==> src/rtl/dcsm_defs.vh <==
`ifndef DCSM_DEFS_VH
`define DCSM_DEFS_VH

// transfer mode codes held in each control structure
`define DCSM_MODE_STOP 3'h0
`define DCSM_MODE_BASIC 3'h1
`define DCSM_MODE_AUTO 3'h2
`define DCSM_MODE_ALTERNATING_BUFFER_CODE 3'h3
`define DCSM_MODE_MEM_TASK_LIST_CODE 3'h4
`define DCSM_MODE_PERIPH_TASK_LIST_CODE 3'h6

// item size codes
`define DCSM_SIZE_8 2'h0
`define DCSM_SIZE_16 2'h1
`define DCSM_SIZE_32 2'h2

// structure select bit, placed above the channel number
`define DCSM_PRIMARY_STRUCT_SEL 1'b0
`define DCSM_ALTERNATE_STRUCT_SEL 1'b1

// reset values
`define DCSM_RST_EN 1'b0
`define DCSM_RST_ALT 1'b0
`define DCSM_RST_SEC_SEL 1'b0
`define DCSM_RST_PTL_FLAG 1'b0

`endif

==> src/rtl/dcsm_pick.v <==
`timescale 1ns/1ps
`default_nettype none

// lowest eligible channel wins; fixed priority keeps service order simple
module dcsm_pick #(
	parameter N = 32,
	parameter W = 5
) (
	input wire [N-1:0] i_req,
	output reg o_any,
	output reg [W-1:0] o_idx
);

	integer i;

	always @* begin
		o_any = 1'b0;
		o_idx = {W{1'b0}};
		for (i = N - 1; i >= 0; i = i - 1) begin
			if (i_req[i]) begin
				o_any = 1'b1;
				o_idx = i[W-1:0];
			end
		end
	end

endmodule

`default_nettype wire

==> src/rtl/dcsm_top.v <==
`timescale 1ns/1ps
`default_nettype none
`include "dcsm_defs.vh"

module dcsm_top #(
	parameter CHW = 5,
	parameter CW = 10,
	parameter [CHW-1:0] SW_CHAN = 30
) (
	input wire i_clk,
	input wire i_nrst,
	input wire i_en_set_stb,
	input wire i_dis_set_stb,
	input wire [CHW-1:0] i_en_chan,
	input wire [CHW:0] i_query_index,
	input wire i_xfer_set_stb,
	input wire [CHW:0] i_xfer_index,
	input wire [2:0] i_xfer_mode,
	input wire [1:0] i_xfer_size,
	input wire [CW-1:0] i_xfer_items,
	input wire i_sg_set_stb,
	input wire [CHW-1:0] i_sg_chan,
	input wire [CW-1:0] i_sg_task_total,
	input wire i_sg_periph_flag,
	input wire i_sw_req_stb,
	input wire [CHW-1:0] i_sw_req_chan,
	input wire i_sel_default_stb,
	input wire i_sel_secondary_stb,
	input wire [(1<<CHW)-1:0] i_sel_mask,
	input wire [(1<<CHW)-1:0] i_default_source_req,
	input wire [(1<<CHW)-1:0] i_secondary_source_req,
	output reg o_query_enabled,
	output reg [2:0] o_query_mode,
	output reg [CW-1:0] o_query_items,
	output reg [(1<<CHW)-1:0] o_enabled,
	output reg [(1<<CHW)-1:0] o_secondary_source_sel,
	output reg [(1<<CHW)-1:0] o_periph_task_list_flag,
	output reg [(1<<CHW)-1:0] o_periph_done,
	output reg o_sw_done_irq,
	output reg o_item_stb,
	output reg [CHW-1:0] o_item_chan,
	output reg [1:0] o_item_size
);

	localparam NCH = 1 << CHW;
	localparam NS = 2 * NCH;

	reg [1:0] rst_sync_r;
	wire rst_n;

	reg [NCH-1:0] en_r;
	reg [NCH-1:0] alt_r;
	reg [NCH-1:0] run_r;
	reg [NCH-1:0] sec_sel_r;
	reg [NCH-1:0] ptl_flag_r;
	reg [NCH-1:0] def_s1_r;
	reg [NCH-1:0] def_s2_r;
	reg [NCH-1:0] sec_s1_r;
	reg [NCH-1:0] sec_s2_r;
	reg [2:0] mode_r [0:NS-1];
	reg [1:0] size_r [0:NS-1];
	reg [CW-1:0] cnt_r [0:NS-1];

	wire [NCH-1:0] hw_req;
	wire [NCH-1:0] latching;
	wire [NCH-1:0] elig;
	wire any_elig;
	wire [CHW-1:0] sel_chan;
	wire [CHW:0] sel_s;
	wire [CHW:0] other_s;
	wire sel_last;
	wire sel_continue;
	wire [NCH-1:0] idle;
	reg [2:0] mode_ok;

	integer i;
	genvar c;

	// reset released through two flops so every flop sees a clean edge
	always @(posedge i_clk or negedge i_nrst) begin
		if (!i_nrst) begin
			rst_sync_r <= 2'h0;
		end else begin
			rst_sync_r <= {rst_sync_r[0], 1'b1};
		end
	end
	assign rst_n = rst_sync_r[1];

	// peripheral request pins come from other logic; two-flop sync
	always @(posedge i_clk or negedge rst_n) begin
		if (!rst_n) begin
			def_s1_r <= {NCH{1'b0}};
			def_s2_r <= {NCH{1'b0}};
			sec_s1_r <= {NCH{1'b0}};
			sec_s2_r <= {NCH{1'b0}};
		end else begin
			def_s1_r <= i_default_source_req;
			def_s2_r <= def_s1_r;
			sec_s1_r <= i_secondary_source_req;
			sec_s2_r <= sec_s1_r;
		end
	end

	generate
		for (c = 0; c < NCH; c = c + 1) begin : g_chan
			localparam [CHW-1:0] CI = c;
			wire [2:0] cur_mode;
			assign cur_mode = mode_r[{alt_r[c], CI}];
			assign idle[c] = (cur_mode == `DCSM_MODE_STOP);
			// the unselected source is dropped entirely
			assign hw_req[c] = sec_sel_r[c] ? sec_s2_r[c] : def_s2_r[c];
			// auto-like modes keep running after the request drops
			assign latching[c] = (cur_mode == `DCSM_MODE_AUTO) ||
				(cur_mode == `DCSM_MODE_MEM_TASK_LIST_CODE);
			assign elig[c] = en_r[c] && (cur_mode != `DCSM_MODE_STOP) &&
				(hw_req[c] || run_r[c]);
		end
	endgenerate

	dcsm_pick #(
		.N(NCH),
		.W(CHW)
	) u_pick (
		.i_req(elig),
		.o_any(any_elig),
		.o_idx(sel_chan)
	);

	assign sel_s = {alt_r[sel_chan], sel_chan};
	assign other_s = {~alt_r[sel_chan], sel_chan};
	assign sel_last = (cnt_r[sel_s] <= {{(CW-1){1'b0}}, 1'b1});
	// switch buffers only if software has refilled the other structure
	assign sel_continue =
		(mode_r[sel_s] == `DCSM_MODE_ALTERNATING_BUFFER_CODE) &&
		(mode_r[other_s] != `DCSM_MODE_STOP);

	// only the six defined codes are stored; others read back as stopped
	always @* begin
		case (i_xfer_mode)
			`DCSM_MODE_BASIC: mode_ok = `DCSM_MODE_BASIC;
			`DCSM_MODE_AUTO: mode_ok = `DCSM_MODE_AUTO;
			`DCSM_MODE_ALTERNATING_BUFFER_CODE:
				mode_ok = `DCSM_MODE_ALTERNATING_BUFFER_CODE;
			`DCSM_MODE_MEM_TASK_LIST_CODE:
				mode_ok = `DCSM_MODE_MEM_TASK_LIST_CODE;
			`DCSM_MODE_PERIPH_TASK_LIST_CODE:
				mode_ok = `DCSM_MODE_PERIPH_TASK_LIST_CODE;
			default: mode_ok = `DCSM_MODE_STOP;
		endcase
	end

	always @(posedge i_clk or negedge rst_n) begin
		if (!rst_n) begin
			en_r <= {NCH{`DCSM_RST_EN}};
			alt_r <= {NCH{`DCSM_RST_ALT}};
			run_r <= {NCH{1'b0}};
			for (i = 0; i < NS; i = i + 1) begin
				mode_r[i] <= `DCSM_MODE_STOP;
				size_r[i] <= `DCSM_SIZE_8;
				cnt_r[i] <= {CW{1'b0}};
			end
		end else begin
			// hardware start latches the run for auto-like modes
			for (i = 0; i < NCH; i = i + 1) begin
				// stale latch would restart a refilled basic structure
				if (!en_r[i] || idle[i]) begin
					run_r[i] <= 1'b0;
				end else if (hw_req[i] && latching[i]) begin
					run_r[i] <= 1'b1;
				end
			end

			// one item per cycle for the winning channel
			if (any_elig) begin
				if (sel_last) begin
					cnt_r[sel_s] <= {CW{1'b0}};
					mode_r[sel_s] <= `DCSM_MODE_STOP;
					if (sel_continue) begin
						alt_r[sel_chan] <= ~alt_r[sel_chan];
					end else begin
						en_r[sel_chan] <= 1'b0;
						run_r[sel_chan] <= 1'b0;
					end
				end else begin
					cnt_r[sel_s] <= cnt_r[sel_s] - 1'b1;
				end
			end

			// software writes come last so they win a same-cycle clash
			if (i_xfer_set_stb) begin
				mode_r[i_xfer_index] <= mode_ok;
				size_r[i_xfer_index] <= i_xfer_size;
				cnt_r[i_xfer_index] <= i_xfer_items;
			end
			// task list runs from the primary structure; count is tasks
			if (i_sg_set_stb) begin
				mode_r[{`DCSM_PRIMARY_STRUCT_SEL, i_sg_chan}] <=
					i_sg_periph_flag ?
					`DCSM_MODE_PERIPH_TASK_LIST_CODE :
					`DCSM_MODE_MEM_TASK_LIST_CODE;
				cnt_r[{`DCSM_PRIMARY_STRUCT_SEL, i_sg_chan}] <=
					i_sg_task_total;
				size_r[{`DCSM_PRIMARY_STRUCT_SEL, i_sg_chan}] <=
					`DCSM_SIZE_32;
			end
			if (i_dis_set_stb) begin
				en_r[i_en_chan] <= 1'b0;
				run_r[i_en_chan] <= 1'b0;
			end
			if (i_en_set_stb) begin
				en_r[i_en_chan] <= 1'b1;
			end
			// a request on a disabled channel is simply dropped
			if (i_sw_req_stb && en_r[i_sw_req_chan]) begin
				run_r[i_sw_req_chan] <= 1'b1;
			end
		end
	end

	// strobes last one cycle and leave with the item they belong to
	always @(posedge i_clk or negedge rst_n) begin
		if (!rst_n) begin
			o_periph_done <= {NCH{1'b0}};
			o_sw_done_irq <= 1'b0;
			o_item_stb <= 1'b0;
			o_item_chan <= {CHW{1'b0}};
			o_item_size <= `DCSM_SIZE_8;
		end else begin
			o_periph_done <= {NCH{1'b0}};
			o_sw_done_irq <= 1'b0;
			o_item_stb <= any_elig;
			if (any_elig) begin
				o_item_chan <= sel_chan;
				o_item_size <= size_r[sel_s];
			end
			if (any_elig && sel_last) begin
				if (sel_chan == SW_CHAN) begin
					o_sw_done_irq <= 1'b1;
				end else begin
					o_periph_done[sel_chan] <= 1'b1;
				end
			end
		end
	end

	// selection state belongs to software alone; the engine never writes it
	always @(posedge i_clk or negedge rst_n) begin
		if (!rst_n) begin
			sec_sel_r <= {NCH{`DCSM_RST_SEC_SEL}};
			ptl_flag_r <= {NCH{`DCSM_RST_PTL_FLAG}};
		end else begin
			if (i_sg_set_stb) begin
				ptl_flag_r[i_sg_chan] <= i_sg_periph_flag;
			end
			// secondary comes last so it wins a same-cycle clash
			if (i_sel_default_stb) begin
				sec_sel_r <= sec_sel_r & ~i_sel_mask;
			end
			if (i_sel_secondary_stb) begin
				sec_sel_r <= sec_sel_r | i_sel_mask;
			end
		end
	end

	// status reads are registered one cycle behind the index
	always @(posedge i_clk or negedge rst_n) begin
		if (!rst_n) begin
			o_query_enabled <= 1'b0;
			o_query_mode <= `DCSM_MODE_STOP;
			o_query_items <= {CW{1'b0}};
			o_enabled <= {NCH{1'b0}};
			o_secondary_source_sel <= {NCH{1'b0}};
			o_periph_task_list_flag <= {NCH{1'b0}};
		end else begin
			o_query_enabled <= en_r[i_query_index[CHW-1:0]];
			o_query_mode <= mode_r[i_query_index];
			o_query_items <= cnt_r[i_query_index];
			o_enabled <= en_r;
			o_secondary_source_sel <= sec_sel_r;
			o_periph_task_list_flag <= ptl_flag_r;
		end
	end

endmodule

`default_nettype wire

==> config.mk <==
export PLATFORM = sky130hd
export DESIGN_NAME = dcsm_top
export DESIGN_NICKNAME = d
export VERILOG_FILES = /design/src/rtl/dcsm_pick.v /design/src/rtl/dcsm_top.v
export VERILOG_INCLUDE_DIRS = /design/src /design/src/rtl
export SDC_FILE = /design/constraint.sdc
export NUM_CORES = 2
export LEC_CHECK = 0
export BUFFER_PORTS_ARGS = -buffer_cell sky130_fd_sc_hd__buf_2
export CORE_MARGIN = 10
export CORE_UTILIZATION = 66
export CTS_CLUSTER_DIAMETER = 30
export CTS_CLUSTER_SIZE = 30
export DETAILED_ROUTE_END_ITERATION = 10
export PLACE_DENSITY_LB_ADDON = 0.08
export SLEW_MARGIN = 20
export SYNTH_ARGS = -nofsm -noshare
export SYNTH_HDL_FRONTEND = slang
export SYNTH_SLANG_ARGS = --single-unit
==> constraint.sdc <==
create_clock -name i_clk -period 133.4 [get_ports i_clk]
set_input_delay 20.01 -clock i_clk [delete_from_list [all_inputs] [get_ports i_clk]]
set_output_delay 20.01 -clock i_clk [all_outputs]
set_load 0.01 [all_outputs]
==> metrics.txt, run 1 <==
CTS Buf Count=301; # IOs=309; initial core utilization=66.53%; multiplexer share of the synthesized area=15.02%; Rows=125; Main synth FF type=dfrtp_1; fraction of the mapped netlist area in simple logic gates=16.92%; Async S/R FF share, synth=100.0%; Die H=362.5 um; Post-synth EDFFs=0; flops & latches, synth=1,401; gate count after technology mapping=8,132; # hold bufs at CTS=0; Post-DP Area=80,510 um^2; Avg Cell Area, Syn=9.520 um^2; post-synthesis cell area=77,420 um^2; clk buf depth=4; first-pass GRT wire length=638,500 um; H-tree levels=5; number of global-route vias before repair=85,691; clock sink count=1,401; stop err=[ERROR GRT-0116] Global routing finished with congestion. Check the congestion regions in the DRC Viewer.; Synth Area in Compound Gates=18.03%; grt ovf=1; Root Driver=clkbuf_16; dpl hpwl=292,300 um; largest net degree at the start of global routing=105; Fail Step=5_1_grt; Syn Nets=8,292; Netlist cell types=108; main combinational cell family by area after synthesis=compound AO/OA/AOI/OAI gates; chip width=362.5 um; post-cts resize count=0; outcome=stopped before the end; sequential element share of the synthesized area=45.28%; global-route usage over all layers=68.67%; xor and xnor area share after synthesis=0.7660%; GPL Wtd Cong=1.207; adder-cell share of the synthesized area=0.03232%; Ys Warns=0; IO buf count=308; Post-CTS Setup Inserts=0
-- per-layer routing --
metal,overflow,global-route usage [%]
met2,0,82.50
met3,0,57.73
met4,0,61.04
met1,1,69.87
met5,0,35.10
-- per-stage QoR --
stage / setup slack (ns) / instances
after floorplan: 91.46 / 8132
after global placement: 109.38 / 9572
after detailed placement: 109.31 / 9574
after CTS: 110.24 / 10098
-- cells in the mapped netlist, types with 28 or more instances --
cell         n  area share [%]
clkbuf_1   481             2.3
o31ai_1     50            0.48
xnor2_1     61            0.69
a211oi_1   112             1.1
a22oi_1    124             1.2
o22ai_1    347             2.8
o21ai_0    350             2.3
dfrtp_1   1401              45
a31oi_1    132             1.1
or3_1       41            0.33
o211ai_1    43            0.42
nand4_1     44            0.36
nor2_1     601             2.9
a221o_1     28            0.36
mux2_2      49            0.71
nor3_1     208             1.3
mux2i_1    292             3.8
a22o_1      50            0.57
a221oi_1    49            0.55
buf_1       51            0.25
mux4_2     358              10
inv_1       68            0.33
nand2_1   1447             7.0
nor4_1      29            0.23
nand2b_1    29            0.23
and3_1      52            0.42
buf_2       89            0.58
nand3_1    396             2.6
a21oi_1    728             4.7
o221ai_1    33            0.37
-- logic make-up after synthesis --
group | after synthesis
compound gates | 2232
xor+xnor | 66
fa+ha+maj | 2
buf+inv | 731
flops | 1401
mux | 707
other cells | 2
simple gates | 2991
==> run 2, diff against run 1 <==
CORE_UTILIZATION = 40   (was 66)
CTS_CLUSTER_DIAMETER = default   (was 30)
CTS_CLUSTER_SIZE = default   (was 30)
PLACE_DENSITY_LB_ADDON = 0.15   (was 0.08)
==> metrics.txt, run 2 <==
outcome=completed; Avg Cell Area, Syn=9.520 um^2 (unchanged); layout cells sized above 1=17.53%; grt ovf=0; final setup TNS=0 ns; Worst setup EP type=flop; Synth area leader=dfrtp_1; Reg with most FFs=cnt_r; post-synthesis cell area=77,420 um^2 (unchanged); HP Class=reg2reg; Synth Area in Compound Gates=18.03% (unchanged); clock sink count=1,401 (unchanged); number of global-route vias before repair=72,982; critical path class=in2reg; Setup WS pre-CTS=109.02 ns (-0.2850 ns); Async S/R FF share, synth=100.0% (unchanged); Worst Setup SP=i_query_index[1]; clk buf depth=3 (-1); most common cell after layout, fill and taps aside=nand2_1; share of the synthesized area in the top cell type=45.28% (unchanged); GPL Wtd Cong=1.105 (-8.4%); worst hold slack=0.3422 ns; # IOs=309 (unchanged); initial antenna violation count=46; Root Driver=clkbuf_16; Peak VDD IR=0.07303 mV; flops & latches, synth=1,401 (unchanged); adder-cell share of the synthesized area=0.03232% (unchanged); Main synth FF type=dfrtp_1; Post-synth EDFFs=0 (unchanged); Pwr per Cell Area=31.93 nW/um^2; CP arrival=24.21 ns; gate count after technology mapping=8,132 (unchanged); H-tree levels=4 (-1); global-route usage over all layers=44.43%; post-cts resize count=0 (unchanged); synth-to-layout area growth=14.35%; first-pass GRT wire length=650,800 um; initial core utilization=40.20% (-26 points); largest net degree at the start of global routing=176; Tcrit/Tclk final=17.59%; Post-Route WL=485,800 um; hold path start=def_s1_r[5]$_DFF_PN0_; Syn Nets=8,292 (unchanged); main combinational cell family by area after synthesis=compound AO/OA/AOI/OAI gates; Final Worst Setup Slack=109.94 ns; fraction of the mapped netlist area in simple logic gates=16.92% (unchanged); largest registers=cnt_r: 640 flops, mode_r: 192 flops, size_r: 128 flops; Wirelength per Cell=44.23 um; post-route minimum period=23.46 ns; final setup violation count=0; via count=79,285; CP startpoint kind=primary input; P_leak=36.43 nW; multiplexer share of the synthesized area=15.02% (unchanged); Max Fanout on Critical Path=85; DRC viols=0; final-stage net count=8,458; TritonRoute pass-1 iters=10; Total Power=2.826 mW; max reg flops=640; Netlist cell types=108 (unchanged); # hold bufs at CTS=0 (unchanged); drt via density=7.218; Clock Latency Late Sink=0.89 ns; Slew HR=11.46%; final count of hold timing violations=0; Clk pin slew, worst setup/hold paths=0.06 ns; Post-CTS Setup Inserts=0 (unchanged); Die H=459.9 um (+27%); CTS Buf Count=166 (-45%); Max Clk Rate=42.63 MHz; Setup Skew=0.05518 ns; xor and xnor area share after synthesis=0.7660% (unchanged); dominant cells by area after synthesis=dfrtp_1 (45%), mux4_2 (10%), nand2_1 (7.0%); total core area=192,600 um^2; Slew Limit Fails=0; WP data required=134.15 ns; TritonCTS clock tree=done; most frequent cell after synthesis=nand2_1; IO buf count=308 (unchanged); Rows=161 (+29%); RSZ-0062 raised after global routing=no; Ys Warns=0 (unchanged); post-route ant nets=0; commonest non-fill, non-tap cells in the layout=nand2_1 (1,446), dfrtp_1 (1,400), a21oi_1 (725); max_cap viols=0; sequential element share of the synthesized area=45.28% (unchanged); initial drt markers=13,773; chip width=459.9 um (+27%); DIE AREA=211,500 um^2; measured slew at the worst slew-check pin=1.323 ns; dpl hpwl=349,200 um (+19%); commonest cells in the netlist=nand2_1 (1,447), dfrtp_1 (1,401), a21oi_1 (728), nor2_1 (601), clkbuf_1 (481); r2r startpoint=alt_r[6]$_DFFE_PN0P_
==> run 2: cell counts after synthesis <==
No cell type changed its count.
==> run 2: cell families (layout without fill, tap and decap cells) <==
group | after synthesis | in the layout
buffers and inverters | 731 | 1034
AO/OA/AOI/OAI | 2232 | 2232
other | 2 | 25
adder cells (fa/ha/maj) | 2 | 2
AND/OR/NAND/NOR | 2991 | 2991
flip-flops | 1401 | 1401
multiplexers | 707 | 707
XOR/XNOR | 66 | 66
==> run 2: cell type report <==
type / instances / area, um^2
Multi-Input combinational cell: 6000 / 39780
Tap cell: 2526 / 3161
Antenna cell: 23 / 57.56
Sequential cell: 1401 / 35060
Clock buffer: 243 / 4903
Fill cell: 18432 / 104100
Inverter: 72 / 270.3
Timing Repair Buffer: 657 / 4319
Clock inverter: 62 / 969.7
==> run 2: power by group <==
group | switching (mW) | leakage (nW) | total [mW] | internal (mW)
combinational | 1.18 | 16.7 | 1.59 | 0.417
sequential | 0.189 | 16.9 | 0.741 | 0.552
clock | 0.209 | 2.85 | 0.492 | 0.283
total | 1.57 | 36.4 | 2.83 | 1.25
==> run 2: path summary, 6_finish.rpt <==
path                                              to  slack (ns)  cells past startpoint
max reg2reg                     cnt_r[400]$_DFF_PN0_      122.16                     22
min reg2reg                    def_s2_r[5]$_DFF_PN0_        0.34                      0
max                        o_query_mode[1]$_DFF_PN0_      109.94                      6
max in group asynchronous    rst_sync_r[1]$_DFF_PN0_      114.39                      1
min                            def_s2_r[5]$_DFF_PN0_        0.34                      0
min in group asynchronous        mode_r[0]$_DFF_PN0_        0.38                      0
==> run 2: routing by layer <==
metal  up-vias  track usage (%)  share of wire (%)  routed length [um]
li1      30472                -                  -                   -
met3      1716            20.71                 16               76100
met5         -                0              0.032                 154
met4        24            29.98                8.9               43260
met1     39773            56.12                 36              176800
met2      7300            59.92                 39              189400
==> run 2: through the flow <==
step                utilization (%)  cell area (um^2)  instances
floorplan                         -             77420       8132
global placement              42.79             82410      10651
detailed placement            42.86             82540      10656
CTS                           45.91             88410      10961
global route                  45.94             88470      10962
finish                        45.97             88530      10984
==> run 2: critical path, cell delays in order <==
cell	delay, ns
buf_8	0.71
buf_4	0.84
buf_4	0.86
mux4_2	0.62
mux4_2	0.55
mux4_2	0.48
No activity file was read; power rests on OpenSTA's default activity.
